===== config.mk =====
export PLATFORM = sky130hd
export DESIGN_NAME = adc_result_format_and_ref_output
export DESIGN_NICKNAME = d
export VERILOG_FILES = /design/src/adc_fmt_pkg.sv /design/src/result_encoder.sv /design/src/ref_out_ctrl.sv /design/src/adc_result_format_and_ref_output.sv
export VERILOG_INCLUDE_DIRS = /design/src
export SDC_FILE = /design/constraint.sdc
export NUM_CORES = 1
export LEC_CHECK = 0
export ABC_AREA = 1
export ABC_CLOCK_PERIOD_IN_PS = 6800
export BUFFER_PORTS_ARGS = -buffer_cell sky130_fd_sc_hd__buf_2
export CAP_MARGIN = 20
export CORE_UTILIZATION = 35
export CTS_CLUSTER_SIZE = 14
export DETAILED_ROUTE_END_ITERATION = 7
export PLACE_DENSITY = 0.52
export SLEW_MARGIN = 20
export SYNTH_ARGS = -nofsm -noshare
export SYNTH_HDL_FRONTEND = slang
export SYNTH_SLANG_ARGS = --single-unit

===== constraint.sdc =====
create_clock -name aclk -period 6.8 [get_ports aclk]
set_clock_uncertainty 0.1 [all_clocks]
set_input_delay 1.36 -clock aclk [delete_from_list [all_inputs] [get_ports aclk]]
set_output_delay 1.36 -clock aclk [all_outputs]
set_load 0.01 [all_outputs]

===== src/adc_fmt_defs.svh =====
// Register offsets, field positions, reset values and codes for the converter result/reference block
`ifndef ADC_FMT_DEFS_SVH
`define ADC_FMT_DEFS_SVH

`define OFS_CHAN_REF 8'h00
`define OFS_CTRL_B 8'h04
`define OFS_RESULT_LOW 8'h08
`define OFS_RESULT_HIGH 8'h0C
`define OFS_STATUS 8'h10
`define OFS_MISC 8'h14
`define OFS_CONV_IN 8'h18

`define CHR_REF_HI 7
`define CHR_REF_LO 6
`define CHR_LEFT_ADJ 5
`define CHR_CHAN_MSB 4
`define CTB_BIPOLAR 7
`define STS_DONE 0
`define STS_BUSY 1
`define STS_ENABLE 2
`define STS_START 3
`define MISC_REF_OUT_EN 1
`define MISC_EXT_REF_EN 0

`define RST_CHAN_REF 8'h00
`define RST_CTRL_B 8'h00
`define RST_MISC 8'h00
`define RST_STATUS 8'h00

`define CODE_ZERO 10'h000
`define CODE_FULL 10'h3FF
`define CODE_BI_MIN 10'h200
`define CODE_BI_MAX 10'h1FF
`define CHAN_TEMP_SENSOR 5'h0B
`define CONV_CYCLES 8'h0D

`endif


===== src/adc_fmt_pkg.sv =====
// Types shared by the converter result and reference-output block
package adc_fmt_pkg;
	typedef enum logic [1:0] {
		REF_SUPPLY = 2'b00,
		REF_EXTERNAL = 2'b01,
		REF_INT_1V1 = 2'b10,
		REF_INT_2V56 = 2'b11
	} ref_src_t;

	typedef enum logic [1:0] {
		CONV_SINGLE = 2'b00,
		CONV_UNIPOLAR = 2'b01,
		CONV_BIPOLAR = 2'b10
	} conv_kind_t;

	typedef enum logic [1:0] {
		ST_IDLE = 2'b00,
		ST_CONVERT = 2'b01,
		ST_FINISH = 2'b10
	} conv_state_t;
endpackage : adc_fmt_pkg


===== src/result_encoder.sv =====
// Encodes a raw signed sample into the 10-bit result code for the active conversion kind
`timescale 1ns/1ps
`include "adc_fmt_defs.svh"
module result_encoder #(
	parameter int RAW_W = 16
) (
	// Inputs
	input wire logic signed [RAW_W-1:0] raw_diff,
	input wire adc_fmt_pkg::conv_kind_t kind,
	input wire logic gain_20x,
	// Output
	output logic [9:0] code
);
	import adc_fmt_pkg::*;

	logic signed [RAW_W+5:0] scaled;
	logic signed [RAW_W+5:0] lim_hi;
	logic signed [RAW_W+5:0] lim_lo;

	always_comb begin
		// Differential paths carry the gain; raw is in single-ended LSB units
		scaled = (RAW_W+6)'(raw_diff);
		if (kind != CONV_SINGLE) begin
			scaled = gain_20x ? scaled * (RAW_W+6)'(20) : scaled * (RAW_W+6)'(8);
		end
		if (kind == CONV_BIPOLAR) begin
			// Bipolar uses half the scale per volt, so halve
			scaled = scaled >>> 1;
			lim_hi = (RAW_W+6)'(511);
			lim_lo = -(RAW_W+6)'(512);
		end else begin
			lim_hi = (RAW_W+6)'(1023);
			lim_lo = '0;
		end
		if (scaled > lim_hi) begin
			code = (kind == CONV_BIPOLAR) ? `CODE_BI_MAX : `CODE_FULL;
		end else if (scaled < lim_lo) begin
			// Negative difference saturates to zero unless bipolar
			code = (kind == CONV_BIPOLAR) ? `CODE_BI_MIN : `CODE_ZERO;
		end else begin
			code = scaled[9:0];
		end
	end
endmodule : result_encoder


===== src/ref_out_ctrl.sv =====
// Decodes the reference selection and drives the reference output pin enable
`timescale 1ns/1ps
module ref_out_ctrl (
	// Controls
	input wire logic ref_select_hi,
	input wire logic ref_select_lo,
	input wire logic ext_ref_en,
	input wire logic ref_output_enable,
	input wire logic conv_enable,
	// Results
	output adc_fmt_pkg::ref_src_t ref_src,
	output logic ref_out_oe,
	output logic ref_out_2v56
);
	import adc_fmt_pkg::*;

	always_comb begin
		if (!ref_select_lo) begin
			ref_src = ext_ref_en ? REF_EXTERNAL : REF_SUPPLY;
		end else begin
			ref_src = ref_select_hi ? REF_INT_2V56 : REF_INT_1V1;
		end
		// Pin stays floating unless enabled, powered and an internal reference is chosen
		ref_out_oe = ref_output_enable && conv_enable && ref_select_lo;
		ref_out_2v56 = ref_select_hi;
	end
endmodule : ref_out_ctrl


===== src/adc_result_format_and_ref_output.sv =====
// Converter digital side: AXI4-Lite registers, result encoding and reference output control
`timescale 1ns/1ps
`include "adc_fmt_defs.svh"

module adc_result_format_and_ref_output #(
	parameter int RAW_W = 16,
	parameter logic [7:0] CONV_CYCLES = `CONV_CYCLES
) (
	// Clock and reset
	input wire logic aclk,
	input wire logic aresetn,
	// AXI4-Lite write address
	input wire logic [7:0] s_axi_awaddr,
	input wire logic s_axi_awvalid,
	output logic s_axi_awready,
	// AXI4-Lite write data
	input wire logic [31:0] s_axi_wdata,
	input wire logic [3:0] s_axi_wstrb,
	input wire logic s_axi_wvalid,
	output logic s_axi_wready,
	// AXI4-Lite write response
	output logic [1:0] s_axi_bresp,
	output logic s_axi_bvalid,
	input wire logic s_axi_bready,
	// AXI4-Lite read address
	input wire logic [7:0] s_axi_araddr,
	input wire logic s_axi_arvalid,
	output logic s_axi_arready,
	// AXI4-Lite read data
	output logic [31:0] s_axi_rdata,
	output logic [1:0] s_axi_rresp,
	output logic s_axi_rvalid,
	input wire logic s_axi_rready,
	// Analog front end sample, from another domain
	input wire logic [RAW_W-1:0] raw_sample,
	// Reference output pin control
	output logic ref_out_oe,
	output logic ref_out_2v56,
	output adc_fmt_pkg::ref_src_t ref_src
);
	import adc_fmt_pkg::*;

	localparam logic [1:0] RESP_OKAY = 2'b00;
	localparam logic [1:0] RESP_SLVERR = 2'b10;

	// Register state
	logic [7:0] chan_ref_ff, nxt_chan_ref;
	logic [7:0] ctrl_b_ff, nxt_ctrl_b;
	logic [7:0] misc_ff, nxt_misc;
	logic conv_en_ff, nxt_conv_en;
	logic done_ff, nxt_done;
	logic [9:0] result_ff, nxt_result;
	logic [4:0] lock_chan_ff, nxt_lock_chan;
	conv_kind_t lock_kind_ff, nxt_lock_kind;
	conv_state_t state_ff, nxt_state;
	logic [7:0] cnt_ff, nxt_cnt;
	// Bus state
	logic aw_hold_ff, nxt_aw_hold;
	logic w_hold_ff, nxt_w_hold;
	logic [7:0] awaddr_ff, nxt_awaddr;
	logic [31:0] wdata_ff, nxt_wdata;
	logic [3:0] wstrb_ff, nxt_wstrb;
	logic bvalid_ff, nxt_bvalid;
	logic [1:0] bresp_ff, nxt_bresp;
	logic rvalid_ff, nxt_rvalid;
	logic [31:0] rdata_ff, nxt_rdata;
	logic [1:0] rresp_ff, nxt_rresp;
	// Sample synchroniser
	logic [RAW_W-1:0] sync1_ff, sync2_ff;

	logic [9:0] enc_code;
	logic do_write;
	logic start_req;
	logic [15:0] result_view;

	function automatic logic addr_known(input logic [7:0] a);
		addr_known = (a == `OFS_CHAN_REF) || (a == `OFS_CTRL_B) || (a == `OFS_RESULT_LOW) ||
			(a == `OFS_RESULT_HIGH) || (a == `OFS_STATUS) || (a == `OFS_MISC);
	endfunction : addr_known

	function automatic conv_kind_t kind_of(input logic [4:0] chan, input logic bipolar);
		if (!chan[4]) begin
			kind_of = CONV_SINGLE;
		end else begin
			kind_of = bipolar ? CONV_BIPOLAR : CONV_UNIPOLAR;
		end
	endfunction : kind_of

	result_encoder #(
		.RAW_W(RAW_W)
	) u_enc (
		.raw_diff(sync2_ff),
		.kind(lock_kind_ff),
		.gain_20x(lock_chan_ff[0]),
		.code(enc_code)
	);

	ref_out_ctrl u_ref (
		.ref_select_hi(chan_ref_ff[`CHR_REF_HI]),
		.ref_select_lo(chan_ref_ff[`CHR_REF_LO]),
		.ext_ref_en(misc_ff[`MISC_EXT_REF_EN]),
		.ref_output_enable(misc_ff[`MISC_REF_OUT_EN]),
		.conv_enable(conv_en_ff),
		.ref_src(ref_src),
		.ref_out_oe(ref_out_oe),
		.ref_out_2v56(ref_out_2v56)
	);

	always_ff @(posedge aclk) begin
		if (!aresetn) begin
			sync1_ff <= '0;
			sync2_ff <= '0;
		end else begin
			sync1_ff <= raw_sample;
			sync2_ff <= sync1_ff;
		end
	end

	// Alignment is applied on read, so a change acts at once
	always_comb begin
		if (chan_ref_ff[`CHR_LEFT_ADJ]) begin
			result_view = {result_ff, 6'h00};
		end else begin
			result_view = {6'h00, result_ff};
		end
	end

	assign do_write = (aw_hold_ff || s_axi_awvalid) && (w_hold_ff || s_axi_wvalid) && !bvalid_ff;
	assign s_axi_awready = !aw_hold_ff && !bvalid_ff;
	assign s_axi_wready = !w_hold_ff && !bvalid_ff;
	assign s_axi_arready = !rvalid_ff;
	assign s_axi_bvalid = bvalid_ff;
	assign s_axi_bresp = bresp_ff;
	assign s_axi_rvalid = rvalid_ff;
	assign s_axi_rdata = rdata_ff;
	assign s_axi_rresp = rresp_ff;

	always_comb begin
		logic [7:0] wa;
		logic [31:0] wd;
		logic [3:0] ws;
		wa = aw_hold_ff ? awaddr_ff : s_axi_awaddr;
		wd = w_hold_ff ? wdata_ff : s_axi_wdata;
		ws = w_hold_ff ? wstrb_ff : s_axi_wstrb;
		nxt_aw_hold = aw_hold_ff;
		nxt_w_hold = w_hold_ff;
		nxt_awaddr = awaddr_ff;
		nxt_wdata = wdata_ff;
		nxt_wstrb = wstrb_ff;
		nxt_bvalid = bvalid_ff;
		nxt_bresp = bresp_ff;
		nxt_rvalid = rvalid_ff;
		nxt_rdata = rdata_ff;
		nxt_rresp = rresp_ff;
		nxt_chan_ref = chan_ref_ff;
		nxt_ctrl_b = ctrl_b_ff;
		nxt_misc = misc_ff;
		nxt_conv_en = conv_en_ff;
		nxt_done = done_ff;
		start_req = 1'b0;
		if (bvalid_ff && s_axi_bready) begin
			nxt_bvalid = 1'b0;
		end
		if (s_axi_awvalid && s_axi_awready && !do_write) begin
			nxt_aw_hold = 1'b1;
			nxt_awaddr = s_axi_awaddr;
		end
		if (s_axi_wvalid && s_axi_wready && !do_write) begin
			nxt_w_hold = 1'b1;
			nxt_wdata = s_axi_wdata;
			nxt_wstrb = s_axi_wstrb;
		end
		if (do_write) begin
			nxt_aw_hold = 1'b0;
			nxt_w_hold = 1'b0;
			nxt_bvalid = 1'b1;
			nxt_bresp = addr_known(wa) ? RESP_OKAY : RESP_SLVERR;
			if (ws[0]) begin
				case (wa)
					`OFS_CHAN_REF: begin
						nxt_chan_ref = wd[7:0];
					end
					`OFS_CTRL_B: begin
						nxt_ctrl_b = wd[7:0];
					end
					`OFS_MISC: begin
						nxt_misc = wd[7:0];
					end
					`OFS_STATUS: begin
						nxt_conv_en = wd[`STS_ENABLE];
						start_req = wd[`STS_START] && wd[`STS_ENABLE];
						// Writing one clears the done flag
						if (wd[`STS_DONE]) begin
							nxt_done = 1'b0;
						end
					end
					default: begin
					end
				endcase
			end
		end
		// Completion sets the flag, winning over a simultaneous clear
		if (state_ff == ST_FINISH) begin
			nxt_done = 1'b1;
		end
		if (rvalid_ff && s_axi_rready) begin
			nxt_rvalid = 1'b0;
		end
		if (s_axi_arvalid && s_axi_arready) begin
			nxt_rvalid = 1'b1;
			nxt_rresp = addr_known(s_axi_araddr) ? RESP_OKAY : RESP_SLVERR;
			case (s_axi_araddr)
				`OFS_CHAN_REF: nxt_rdata = {24'h000000, chan_ref_ff};
				`OFS_CTRL_B: nxt_rdata = {24'h000000, ctrl_b_ff};
				`OFS_MISC: nxt_rdata = {24'h000000, misc_ff};
				`OFS_RESULT_LOW: nxt_rdata = {24'h000000, result_view[7:0]};
				`OFS_RESULT_HIGH: nxt_rdata = {24'h000000, result_view[15:8]};
				`OFS_STATUS: nxt_rdata = {28'h0000000, 1'b0, conv_en_ff, state_ff != ST_IDLE, done_ff};
				default: nxt_rdata = 32'h00000000;
			endcase
		end
	end

	// Conversion sequencer: channel and mode lock at start
	always_comb begin
		nxt_state = state_ff;
		nxt_cnt = cnt_ff;
		nxt_lock_chan = lock_chan_ff;
		nxt_lock_kind = lock_kind_ff;
		nxt_result = result_ff;
		case (state_ff)
			ST_IDLE: begin
				if (start_req) begin
					nxt_state = ST_CONVERT;
					nxt_cnt = CONV_CYCLES;
					nxt_lock_chan = nxt_chan_ref[`CHR_CHAN_MSB:0];
					nxt_lock_kind = kind_of(nxt_chan_ref[`CHR_CHAN_MSB:0], nxt_ctrl_b[`CTB_BIPOLAR]);
				end
			end
			ST_CONVERT: begin
				if (!conv_en_ff) begin
					nxt_state = ST_IDLE;
				end else if (cnt_ff <= 8'h01) begin
					nxt_state = ST_FINISH;
				end else begin
					nxt_cnt = cnt_ff - 8'h01;
				end
			end
			ST_FINISH: begin
				// Single 10-bit store keeps both halves from one conversion
				nxt_result = enc_code;
				nxt_state = ST_IDLE;
			end
			default: begin
				nxt_state = ST_IDLE;
			end
		endcase
	end

	always_ff @(posedge aclk) begin
		if (!aresetn) begin
			chan_ref_ff <= `RST_CHAN_REF;
			ctrl_b_ff <= `RST_CTRL_B;
			misc_ff <= `RST_MISC;
			conv_en_ff <= 1'b0;
			done_ff <= 1'b0;
			result_ff <= 10'h000;
			lock_chan_ff <= 5'h00;
			lock_kind_ff <= CONV_SINGLE;
			state_ff <= ST_IDLE;
			cnt_ff <= 8'h00;
			aw_hold_ff <= 1'b0;
			w_hold_ff <= 1'b0;
			awaddr_ff <= 8'h00;
			wdata_ff <= 32'h00000000;
			wstrb_ff <= 4'h0;
			bvalid_ff <= 1'b0;
			bresp_ff <= 2'b00;
			rvalid_ff <= 1'b0;
			rdata_ff <= 32'h00000000;
			rresp_ff <= 2'b00;
		end else begin
			chan_ref_ff <= nxt_chan_ref;
			ctrl_b_ff <= nxt_ctrl_b;
			misc_ff <= nxt_misc;
			conv_en_ff <= nxt_conv_en;
			done_ff <= nxt_done;
			result_ff <= nxt_result;
			lock_chan_ff <= nxt_lock_chan;
			lock_kind_ff <= nxt_lock_kind;
			state_ff <= nxt_state;
			cnt_ff <= nxt_cnt;
			aw_hold_ff <= nxt_aw_hold;
			w_hold_ff <= nxt_w_hold;
			awaddr_ff <= nxt_awaddr;
			wdata_ff <= nxt_wdata;
			wstrb_ff <= nxt_wstrb;
			bvalid_ff <= nxt_bvalid;
			bresp_ff <= nxt_bresp;
			rvalid_ff <= nxt_rvalid;
			rdata_ff <= nxt_rdata;
			rresp_ff <= nxt_rresp;
		end
	end
endmodule : adc_result_format_and_ref_output


Word-level counts from Yosys, hierarchy flattened
Cells that the tools add are included.

word-level totals
  input port bits = 75
  logic and storage cells = 146
  bits in latches = 0
  flip-flop bits (word level) = 138
  memory bits (read-only) = 0
  output and inout port bits = 45
  RAM bits = 0
  memories = 0

cells by class
  mux-type cells = 47
  $lt $le $gt $ge = 3
  multiply operators = 1
  bitwise operators = 1
  reductions and logical operators = 52
  equal/unequal tests = 17
  div/mod/pow operators = 0
  add/sub/neg operators = 1
  shifts and indexed selects = 0

operator list
  operator                                                               number
  22-bit two-way mux                                                     3
  8-bit two-way mux                                                      8
  10-bit two-way mux                                                     5
  8-bit one-hot mux with 6 select lines                                  1
  8-bit by 4-bit == test with 1-bit output, second input constant        4
  8-bit by 5-bit == test with 1-bit output, second input constant        4
  22-bit by 11-bit greater-than comparator with 1-bit output             1
  22-bit < comparator                                                    1
  21-bit two-way mux                                                     1
  16-bit by 4-bit multiplier with 20-bit output, second input constant   1
  2-bit nonzero test                                                     9
  8-bit by 3-bit == test with 1-bit output, second input constant        2
  8-bit zero test                                                        2
  16-bit two-way mux                                                     1
  2-bit two-way mux                                                      8
  8-bit one-hot mux with 2 select lines                                  1
  1-bit two-way mux                                                      15
  5-bit two-way mux                                                      3
  1-bit logical AND                                                      14
  1-bit logical OR                                                       12
  3-bit AND reduction                                                    4
  8-bit by 1-bit <= comparator with 1-bit output, second input constant  1
  4-bit AND reduction                                                    2
  8-bit by 1-bit subtractor with 8-bit output, second input constant     1
  10 further kinds                                                       18

Longest topological paths before layout
Gate-level depths: netlist (run 1).

  depth after elaboration = 8
  depth in mapped cells = 28

Hierarchy
A second synthesis (run 1) with hierarchy kept.

second synthesis, totals
  cell total of the unflattened synthesis = 1050
  area, all modules = 7070.5 sq um

by module, submodules not included
  module                            cells each  sequential area each (sq um)  times used  area each (sq um)
  adc_result_format_and_ref_output  685         2242.2                        1           4992.3
  result_encoder                    357         0.0                           1           2038.2
  ref_out_ctrl                      8           0.0                           1           40.0

Worst setup path after synthesis (run 1)
OpenSTA, ideal clock, no wires.

  path type = register to register
  start = reg sync2_ff[3]
  end = reg result_ff[2]
  buffers on the path = 0
  library setup time = 0.066 ns
  path slack = 3.366 ns
  clock period less this slack = 3.434 ns
  arrival time = 3.268 ns
  stages on the path, launching flop included = 24
  cells stage by stage = dfxtp_1 ha_1 ha_1 inv_1 fa_1 inv_1 nand2_1 nand2_1 nand3_1 nand2_1 a21oi_1 xnor2_1 o21ai_0 nand2_1 nand2_1 inv_1 ha_1 a21oi_1 o21ai_0 a21oi_2 nand3_2 nand2_4 o221ai_1 a21oi_2

between the ends
  cells in the longest elaborated chain, start to end = 7
  elaborated cells between the ends (all ways) = 8
  classes of those cells = 1 x mul; 2 x order compare; 5 x mux

RTL lines
  what                                           line                                     RTL
  from (decl)                                    adc_result_format_and_ref_output.sv:69   logic [RAW_W-1:0] sync1_ff, sync2_ff;
  from (signal assigned)                         adc_result_format_and_ref_output.sv:115  sync2_ff <= sync1_ff;
  16-bit by 4-bit multiplier with 20-bit output  result_encoder.sv:24                     scaled = gain_20x ? scaled * (RAW_W+6)'(20) : scaled * (RAW_W+6)'(8);
  22-bit two-way mux                             result_encoder.sv:24
  22-bit two-way mux *                           result_encoder.sv:23                     if (kind != CONV_SINGLE) begin
  21-bit two-way mux                             result_encoder.sv:26                     if (kind == CONV_BIPOLAR) begin
  22-bit < comparator                            result_encoder.sv:37                     end else if (scaled < lim_lo) begin
  10-bit two-way mux                             result_encoder.sv:37
  10-bit two-way mux *                           result_encoder.sv:35                     if (scaled > lim_hi) begin
  to (signal assigned)                           adc_result_format_and_ref_output.sv:288  result_ff <= nxt_result;
  to (decl)                                      adc_result_format_and_ref_output.sv:52   logic [9:0] result_ff, nxt_result;

Every way passes the cells marked *; elsewhere a longest branch is shown, timed or not.
A chain may end at the register's enable or synchronous reset.

Worst setup path in the final report (run 1)
Same ends and word-level chain as after synthesis.

==> qor.csv, run 1 <==
stage,metric,value,unit
sta,min_period_over_period,57.8,%
power,power.total,1.45,mW
synth,netlist-cell-type-count,51,
worst_setup_path,reg2reg_to,result_ff[2],
worst_setup_path,critical_path.max_fanout,9,
worst_setup_path,cp_common_cell,sky130_fd_sc_hd__nand2_1,
grt,grt_antenna_before_repair,0,
route,first_pass_iteration_count_of_the_detailed_router,5,
worst_setup_path,crit_type,reg -> reg,
cells_and_area,layout_common_cells,"sky130_fd_sc_hd__nand2_1, sky130_fd_sc_hd__inv_1, sky130_fd_sc_hd__dfxtp_1",
power,intPower,1.08,mW
floorplanning,io_pins,120,
worst_setup_path,crit_arrival,4.12,ns
cells_and_area,finalCoreUtilization,40.3,%
sta,setup-violations-final,0,
hold_path,hold_class,reg -> reg,
floorplanning,initial_core_util,36.0,%
cells_and_area,area_growth_syn_to_layout,11.7,%
worst_setup_path,worst-r2r-setup-slack,2.87,ns
sta,grt_setup_unrepaired,no,
power,power.clock.fraction,40.1,%
place,port-buffer-count,66,
sta,tns,0,ns
power,power.combinational.fraction,12.1,%
synth,synth.mux.area_fraction,0,%
clocking,htree_num_levels,3,
floorplanning,rows,50,
synth,synth_area_per_cell,6.81,um2
synth,synth_compound_area_share,19.9,%
sta,finalMaxSlewViolations,0,
grt,grtUsageTotal,16.8,%
worst_setup_path,timing.critical_path.depth,23,
synth,synth-adder-area-share,7.67,%
sta,worst_slack,2.87,ns
clocking,cts_root_buffer,sky130_fd_sc_hd__clkbuf_16,
route,detailedRoute.firstIterationViolations,263,
floorplanning,die_area,19900,um2
power,power_per_cell_area,191,nW/um2
synth,synth-simple-area-share,24.4,%
worst_setup_path,crit_path_end,result_ff[2],
hold_path,hold_depth,2,
route,drc,0,
synth,synth-async-reset-ratio,0,%
synth,synth-seq-area-share,33.0,%
clocking,clock_tree.buffer_depth,2,
synth,synth_top_family_by_area,simple AND/OR/NAND/NOR gates,
sta,fin_crit,3.93,ns
synth,synth_xor_xnor_area_share,1.03,%
synth,synth-edff-count,0,
worst_setup_path,cpLargestDelayFamily,adder cells,
place,post_placement_worst_setup_slack,2.87,ns
clocking,cts_num_sinks,112,
route,route.antenna.remaining_nets,0,
clocking,postCtsHoldBufs,0,
power,cellLeakagePower,3.68,nW
clocking,tritoncts,built,
route,routed-via-count,6058,
clocking,postCtsSetupRepairBufs,0,
sta,finalHoldViolCount,0,
cells_and_area,layout.nets,1164,
place,gp_congestion,0.858,
run_status,outcome,"finished, final reports clean",
floorplanning,die-width,141,um
route,final_routed_wirelength_across_all_metal_layers,15.9,mm
clocking,path_clk_slew,0.07,ns
worst_setup_path,startpoint_type,flip-flop,
route,via_per_inst,4.61,
worst_setup_path,required,6.99,ns
cells_and_area,diodes,0,
grt,wire_length_of_the_first_global_routing_pass,27.0,mm
synth,post_synth_inst_count,996,
sta,tightest_slew,0.813,ns
cells_and_area,share_of_final_layout_standard_cells_stronger_than_drive_strength_1,12.7,%
synth,yosysWarnings,0,
grt,gr-total-overflow,0,
worst_setup_path,slowest_delay,0.36,ns
worst_setup_path,worstPathBufferInverterCount,3,
worst_setup_path,slowest_stage,sky130_fd_sc_hd__fa_1,
floorplanning,die-height,141,um
clocking,cts_inserted_buffers,9,
sta,fmax,254,MHz
synth,synth_seq_cells,112,
synth,yosys_most_used_dff,sky130_fd_sc_hd__dfxtp_1,
power,power.net_switching,364,uW
cells_and_area,layout.cells.most_common,sky130_fd_sc_hd__nand2_1,
worst_setup_path,worstRegToRegCells,23,
power,ir_worst_vdd,88.4,uV
place,half_perimeter_wire_length_of_the_detailed_placement_result,12.1,mm
worst_setup_path,worstPathCellList,ha_1 > ha_1 > inv_1 > fa_1 > inv_1 > nand2_1 > nand2_1 > nand3_1 > nand2_1 > a21oi_1 > xnor2_1 > o21ai_0 > nand2_1 > nand2_1 > inv_1 > ha_1 > a21oi_1 > o21ai_0 > a21oi_2 > nand3_2 > nand2_4 > o221ai_1 > a21oi_2,
synth,syn_area,6790,um2
sta,timing.max_slew.rel_slack,45.7,%
grt,first_global_vias,5615,
floorplanning,core-area,18800,um2
grt,grt_start_max_net_pins,93,
worst_setup_path,worstReg2RegStart,sync2_ff[3],
power,netSwitchingFraction,25.2,%
clocking,cts_resized,0,
power,power.sequential.fraction,47.9,%
route,routed_length_per_instance,12.1,um
worst_setup_path,critPathCaptureType,flip-flop,
job,max-cap-violations,0,
clocking,clock_insertion_delay_at_the_later_pin_of_the_skew_report,0.35,ns
worst_setup_path,cp-startpoint,sync2_ff[3],
## metal layers
layer | vias up | wire length [um] | GRT usage [%]
met5 | - | 0 | 0
met4 | 0 | 199 | 5.21
met3 | 13 | 522 | 2.28
met2 | 87 | 7170 | 27.6
met1 | 2694 | 7960 | 22.9
li1 | 3264 | - | -
## logic make-up after synthesis
logic type / count (synthesis)
buf+inv: 222
xor+xnor: 8
other cells: 1
flops: 112
simple gates: 364
compound gates: 248
fa+ha+maj: 41
## power by group through the flow
| stage | sequential (mW) | clock [mW] | combinational, mW |
|---|---|---|---|
| 2_1_floorplan | 0.705 | 0 | 0.138 |
| 3_3_place_gp | 0.708 | 0 | 0.176 |
| 3_5_place_dp | 0.708 | 0 | 0.176 |
| 4_1_cts | 0.693 | 0.600 | 0.177 |
| 5_1_grt | 0.696 | 0.628 | 0.203 |
| 6_report | 0.693 | 0.580 | 0.175 |
## Yosys cell counts, drive strengths merged, types with 4 or more instances
master / instances / area, um2
inv: 167 / 627
nand3: 40 / 238
buf: 30 / 223
clkbuf: 23 / 86.3
ha: 40 / 500
a31oi: 4 / 25.0
nor2: 70 / 303
nand2: 228 / 931
dfxtp: 112 / 2240
a211oi: 5 / 37.5
nor3: 10 / 66.3
o21ai: 111 / 556
xor2: 5 / 43.8
a21oi: 102 / 537
nand4: 6 / 37.5
o22ai: 7 / 43.8
o211ai: 5 / 37.5
## area by class of cell
| class | instances | area (um2) |
|---|---|---|
| fillers | 2042 | 11300 |
| multi-input cells | 687 | 3690 |
| flip-flops and latches | 112 | 2240 |
| inverters | 169 | 634 |
| repair buffers | 69 | 353 |
| well taps | 260 | 325 |
| clock buffers | 11 | 253 |
| clock inverters | 5 | 78.8 |
## tightest hold or removal path: stages (launching register included)
cell and delay [ns]:
sky130_fd_sc_hd__dfxtp_1 0.30, sky130_fd_sc_hd__nand2_1 0.04, sky130_fd_sc_hd__inv_1 0.04
## metrics by stage
| step | instance area (um2) | cells | hold WS, ns |
|---|---|---|---|
| 6_report | 7580 | 1313 | 0.312 |
| 3_5_place_dp | 7250 | 1297 | 0.299 |
| 5_1_grt | 7580 | 1313 | 0.335 |
| 4_1_cts | 7580 | 1313 | 0.314 |
| 3_3_place_gp | 7250 | 1297 | 0.296 |
| 2_1_floorplan | 6880 | 1021 | 0.290 |
## how the worst min path moves through the flow
stage,end,start,slack (ns)
after floorplan,sync2_ff[0],sync1_ff[0],0.29
after global placement,sync2_ff[15],sync1_ff[15],0.30
after detailed placement,sync2_ff[13],sync1_ff[13],0.30
after CTS,sync2_ff[13],sync1_ff[13],0.31
after global routing,sync2_ff[6],sync1_ff[6],0.34
final,sync2_ff[13],sync1_ff[13],0.31
## sequential cells by signal, summed over array words and instances, names as in the netlist
register / flops
s_axi_bresp: 1
s_axi_rvalid: 1
chan_ref_ff: 8
lock_chan_ff: 1
conv_en_ff: 1
sync2_ff: 16
aw_hold_ff: 1
cnt_ff: 8
lock_kind_ff: 2
done_ff: 1
sync1_ff: 16
wstrb_ff: 1
awaddr_ff: 8
state_ff: 2
ctrl_b_ff: 8
wdata_ff: 8
s_axi_rdata: 8
s_axi_rresp: 1
misc_ff: 8
s_axi_bvalid: 1
w_hold_ff: 1
result_ff: 10
Power figures use the tool's default switching activity.
==> run 2, diff against run 1 <==
Settings changed: ABC_CLOCK_PERIOD_IN_PS 6800 to 3200, PLACE_DENSITY 0.52 to 0.54.
Clock period 6.8 ns to 3.2 ns, I/O delays scaled along.
==> qor.csv, run 2 (same netlist as run 1, synthesis figures left out) <==
stage,metric,value,unit
worst_setup_path,slowest_stage,sky130_fd_sc_hd__dfxtp_4,
worst_setup_path,cpLargestDelayFamily,simple AND/OR/NAND/NOR gates,
cells_and_area,layout_common_cells,"sky130_fd_sc_hd__nand2_1, sky130_fd_sc_hd__inv_1, sky130_fd_sc_hd__dfxtp_1",
sta,timing.max_slew.rel_slack,57.5,%
sta,finalHoldViolCount,0,
floorplanning,rows,50,
cells_and_area,share_of_final_layout_standard_cells_stronger_than_drive_strength_1,21.3,%
route,final_routed_wirelength_across_all_metal_layers,16.3,mm
hold_path,hold_class,reg -> reg,
hold_path,hold_depth,2,
sta,grt_setup_unrepaired,yes,
job,max-cap-violations,0,
worst_setup_path,timing.critical_path.depth,26,
place,port-buffer-count,66,
grt,first_global_vias,5941,
worst_setup_path,required,3.39,ns
sta,finalMaxSlewViolations,0,
route,route.antenna.remaining_nets,0,
cells_and_area,fin_area,8280,um2
cells_and_area,layout.nets,1227,
grt,grt_start_max_net_pins,58,
sta,setup-violations-final,10,
clocking,tritoncts,built,
worst_setup_path,critPathCaptureType,flip-flop,
worst_setup_path,crit_arrival,3.68,ns
power,ir_worst_vdd,252,uV
floorplanning,die_area,19900,um2
clocking,clock_tree.buffer_depth,2,
sta,tightest_slew,0.635,ns
cells_and_area,area_growth_syn_to_layout,22.0,%
floorplanning,initial_core_util,36.0,%
grt,grtUsageTotal,17.2,%
cells_and_area,final_cells,1376,
route,routed_length_per_instance,11.9,um
sta,min_period_over_period,109,%
cells_and_area,diodes,0,
sta,fmax,286,MHz
grt,grt_antenna_before_repair,0,
worst_setup_path,critical_path.max_fanout,5,
sta,worst_slack,-0.291,ns
sta,fin_crit,3.49,ns
floorplanning,core-area,18800,um2
route,first_pass_iteration_count_of_the_detailed_router,4,
clocking,path_clk_slew,0.08,ns
clocking,cts_root_buffer,sky130_fd_sc_hd__clkbuf_16,
place,placed_insts,1357,
floorplanning,io_pins,120,
worst_setup_path,worstRegToRegCells,26,
sta,tns,-2.48,ns
clocking,cts_num_sinks,112,
floorplanning,die-width,141,um
worst_setup_path,worstPathBufferInverterCount,3,
power,cellLeakagePower,3.95,nW
cells_and_area,multi_input_area,3950,um2
place,placed_standard_cell_area,7780,um2
route,detailedRoute.firstIterationViolations,250,
power,power_per_cell_area,368,nW/um2
worst_setup_path,cp_common_cell,sky130_fd_sc_hd__nand2_2,
floorplanning,die-height,141,um
clocking,cts_inserted_buffers,9,
place,half_perimeter_wire_length_of_the_detailed_placement_result,12.5,mm
cells_and_area,filler_cell_count,1975,
worst_setup_path,slowest_delay,0.37,ns
place,gp_congestion,0.829,
route,via_per_inst,4.61,
clocking,clock_insertion_delay_at_the_later_pin_of_the_skew_report,0.36,ns
route,drc,0,
run_status,outcome,finished with violations,
cells_and_area,sequential_cell_area,2250,um2
grt,gr-total-overflow,0,
worst_setup_path,crit_type,reg -> reg,
route,routed-via-count,6349,
worst_setup_path,startpoint_type,flip-flop,
grt,wire_length_of_the_first_global_routing_pass,27.8,mm
run_status,failed_checks,setup timing,
cells_and_area,layout_top_registers,"sync1_ff x16, sync2_ff x16, result_ff x10",
clocking,htree_num_levels,3,
cells_and_area,layout.cells.most_common,sky130_fd_sc_hd__nand2_1,
[run 2: cell types whose count changed in the layout (fill, tap and decap cells not counted), moves of 5 or more]
cell,previous run,this run
sky130_fd_sc_hd__ha_1,40,25
sky130_fd_sc_hd__dfxtp_1,112,104
sky130_fd_sc_hd__o21ai_1,5,10
sky130_fd_sc_hd__buf_4,3,65
sky130_fd_sc_hd__ha_4,0,14
sky130_fd_sc_hd__o21ai_0,106,101
sky130_fd_sc_hd__dfxtp_2,0,7
[run 2: per-stage QoR]
stage               worst slack [ns]  hold slack, ns  util (%)  total power, mW
CTS                           -0.294           0.310      43.8             3.08
global placement              -0.349           0.296      41.3             1.92
floorplan                    -0.0527           0.290         -             1.80
global route                  -0.628           0.329      43.9             3.21
finish                        -0.291           0.306      43.9             3.04
detailed placement            -0.410           0.299      41.3             1.93
[run 2: path summary, 6_finish.rpt]
kind,startpoint,end,slack [ns]
setup / recovery,sync2_ff[3],result_ff[7],-0.29
hold / removal,sync1_ff[8],sync2_ff[8],0.31
setup reg to reg,sync2_ff[3],result_ff[7],-0.29
hold reg to reg,sync1_ff[8],sync2_ff[8],0.31
[run 2: worst reg2reg max path: stages (launching register included)]
cell and delay (ns):
sky130_fd_sc_hd__dfxtp_4 0.37, sky130_fd_sc_hd__ha_4 0.27, sky130_fd_sc_hd__ha_4 0.12, sky130_fd_sc_hd__inv_2 0.03, sky130_fd_sc_hd__fa_2 0.32, sky130_fd_sc_hd__inv_2 0.08
sky130_fd_sc_hd__nand2_2 0.06, sky130_fd_sc_hd__nand2_2 0.06, sky130_fd_sc_hd__nand3_2 0.08, sky130_fd_sc_hd__nand2_2 0.10, sky130_fd_sc_hd__a21oi_2 0.06, sky130_fd_sc_hd__xnor2_1 0.13
sky130_fd_sc_hd__o21ai_1 0.17, sky130_fd_sc_hd__nand2_1 0.10, sky130_fd_sc_hd__nand2_2 0.10, sky130_fd_sc_hd__inv_2 0.04, sky130_fd_sc_hd__ha_4 0.27, sky130_fd_sc_hd__nand4_1 0.07
sky130_fd_sc_hd__a21oi_1 0.13, sky130_fd_sc_hd__nand2_1 0.08, sky130_fd_sc_hd__nor2_2 0.09, sky130_fd_sc_hd__nor2_2 0.06, sky130_fd_sc_hd__nand2_2 0.10, sky130_fd_sc_hd__nand2_4 0.08
sky130_fd_sc_hd__nand2_4 0.11, sky130_fd_sc_hd__o211ai_1 0.11, sky130_fd_sc_hd__a21oi_1 0.15
[run 2: power by group]
part | internal (mW) | switching, mW | total [mW] | leakage [nW]
Clock | 0.552 | 0.571 | 1.12 | 0.143
Sequential | 1.44 | 0.0279 | 1.47 | 0.918
Combinational | 0.182 | 0.266 | 0.449 | 2.89
[run 2: metal layers]
metal / share of wire, % / track usage, %
met1: 49 / 22.6
met2: 46 / 28.9
met3: 3.0 / 2.31
met4: 1.8 / 6.01
met5: 0 / 0
[run 2: area by class of cell]
type | instances | area share, %
inverters | 169 | 7.67
multi-input cells | 688 | 47.7
repair buffers | 131 | 9.89
flip-flops and latches | 112 | 27.2
clock inverters | 7 | 0.877
clock buffers | 9 | 2.72
well taps | 260 | 3.93
[run 2: repair_timing]
action | 4_1_cts | 5_1_grt
setup buffers | 2 | 0
endpoints found under the setup margin | 10 | 10
hold buffers | 0 | 0
gates resized for setup | 26 | 6
gates cloned | 1 | 0
pin swaps | 30 | 6
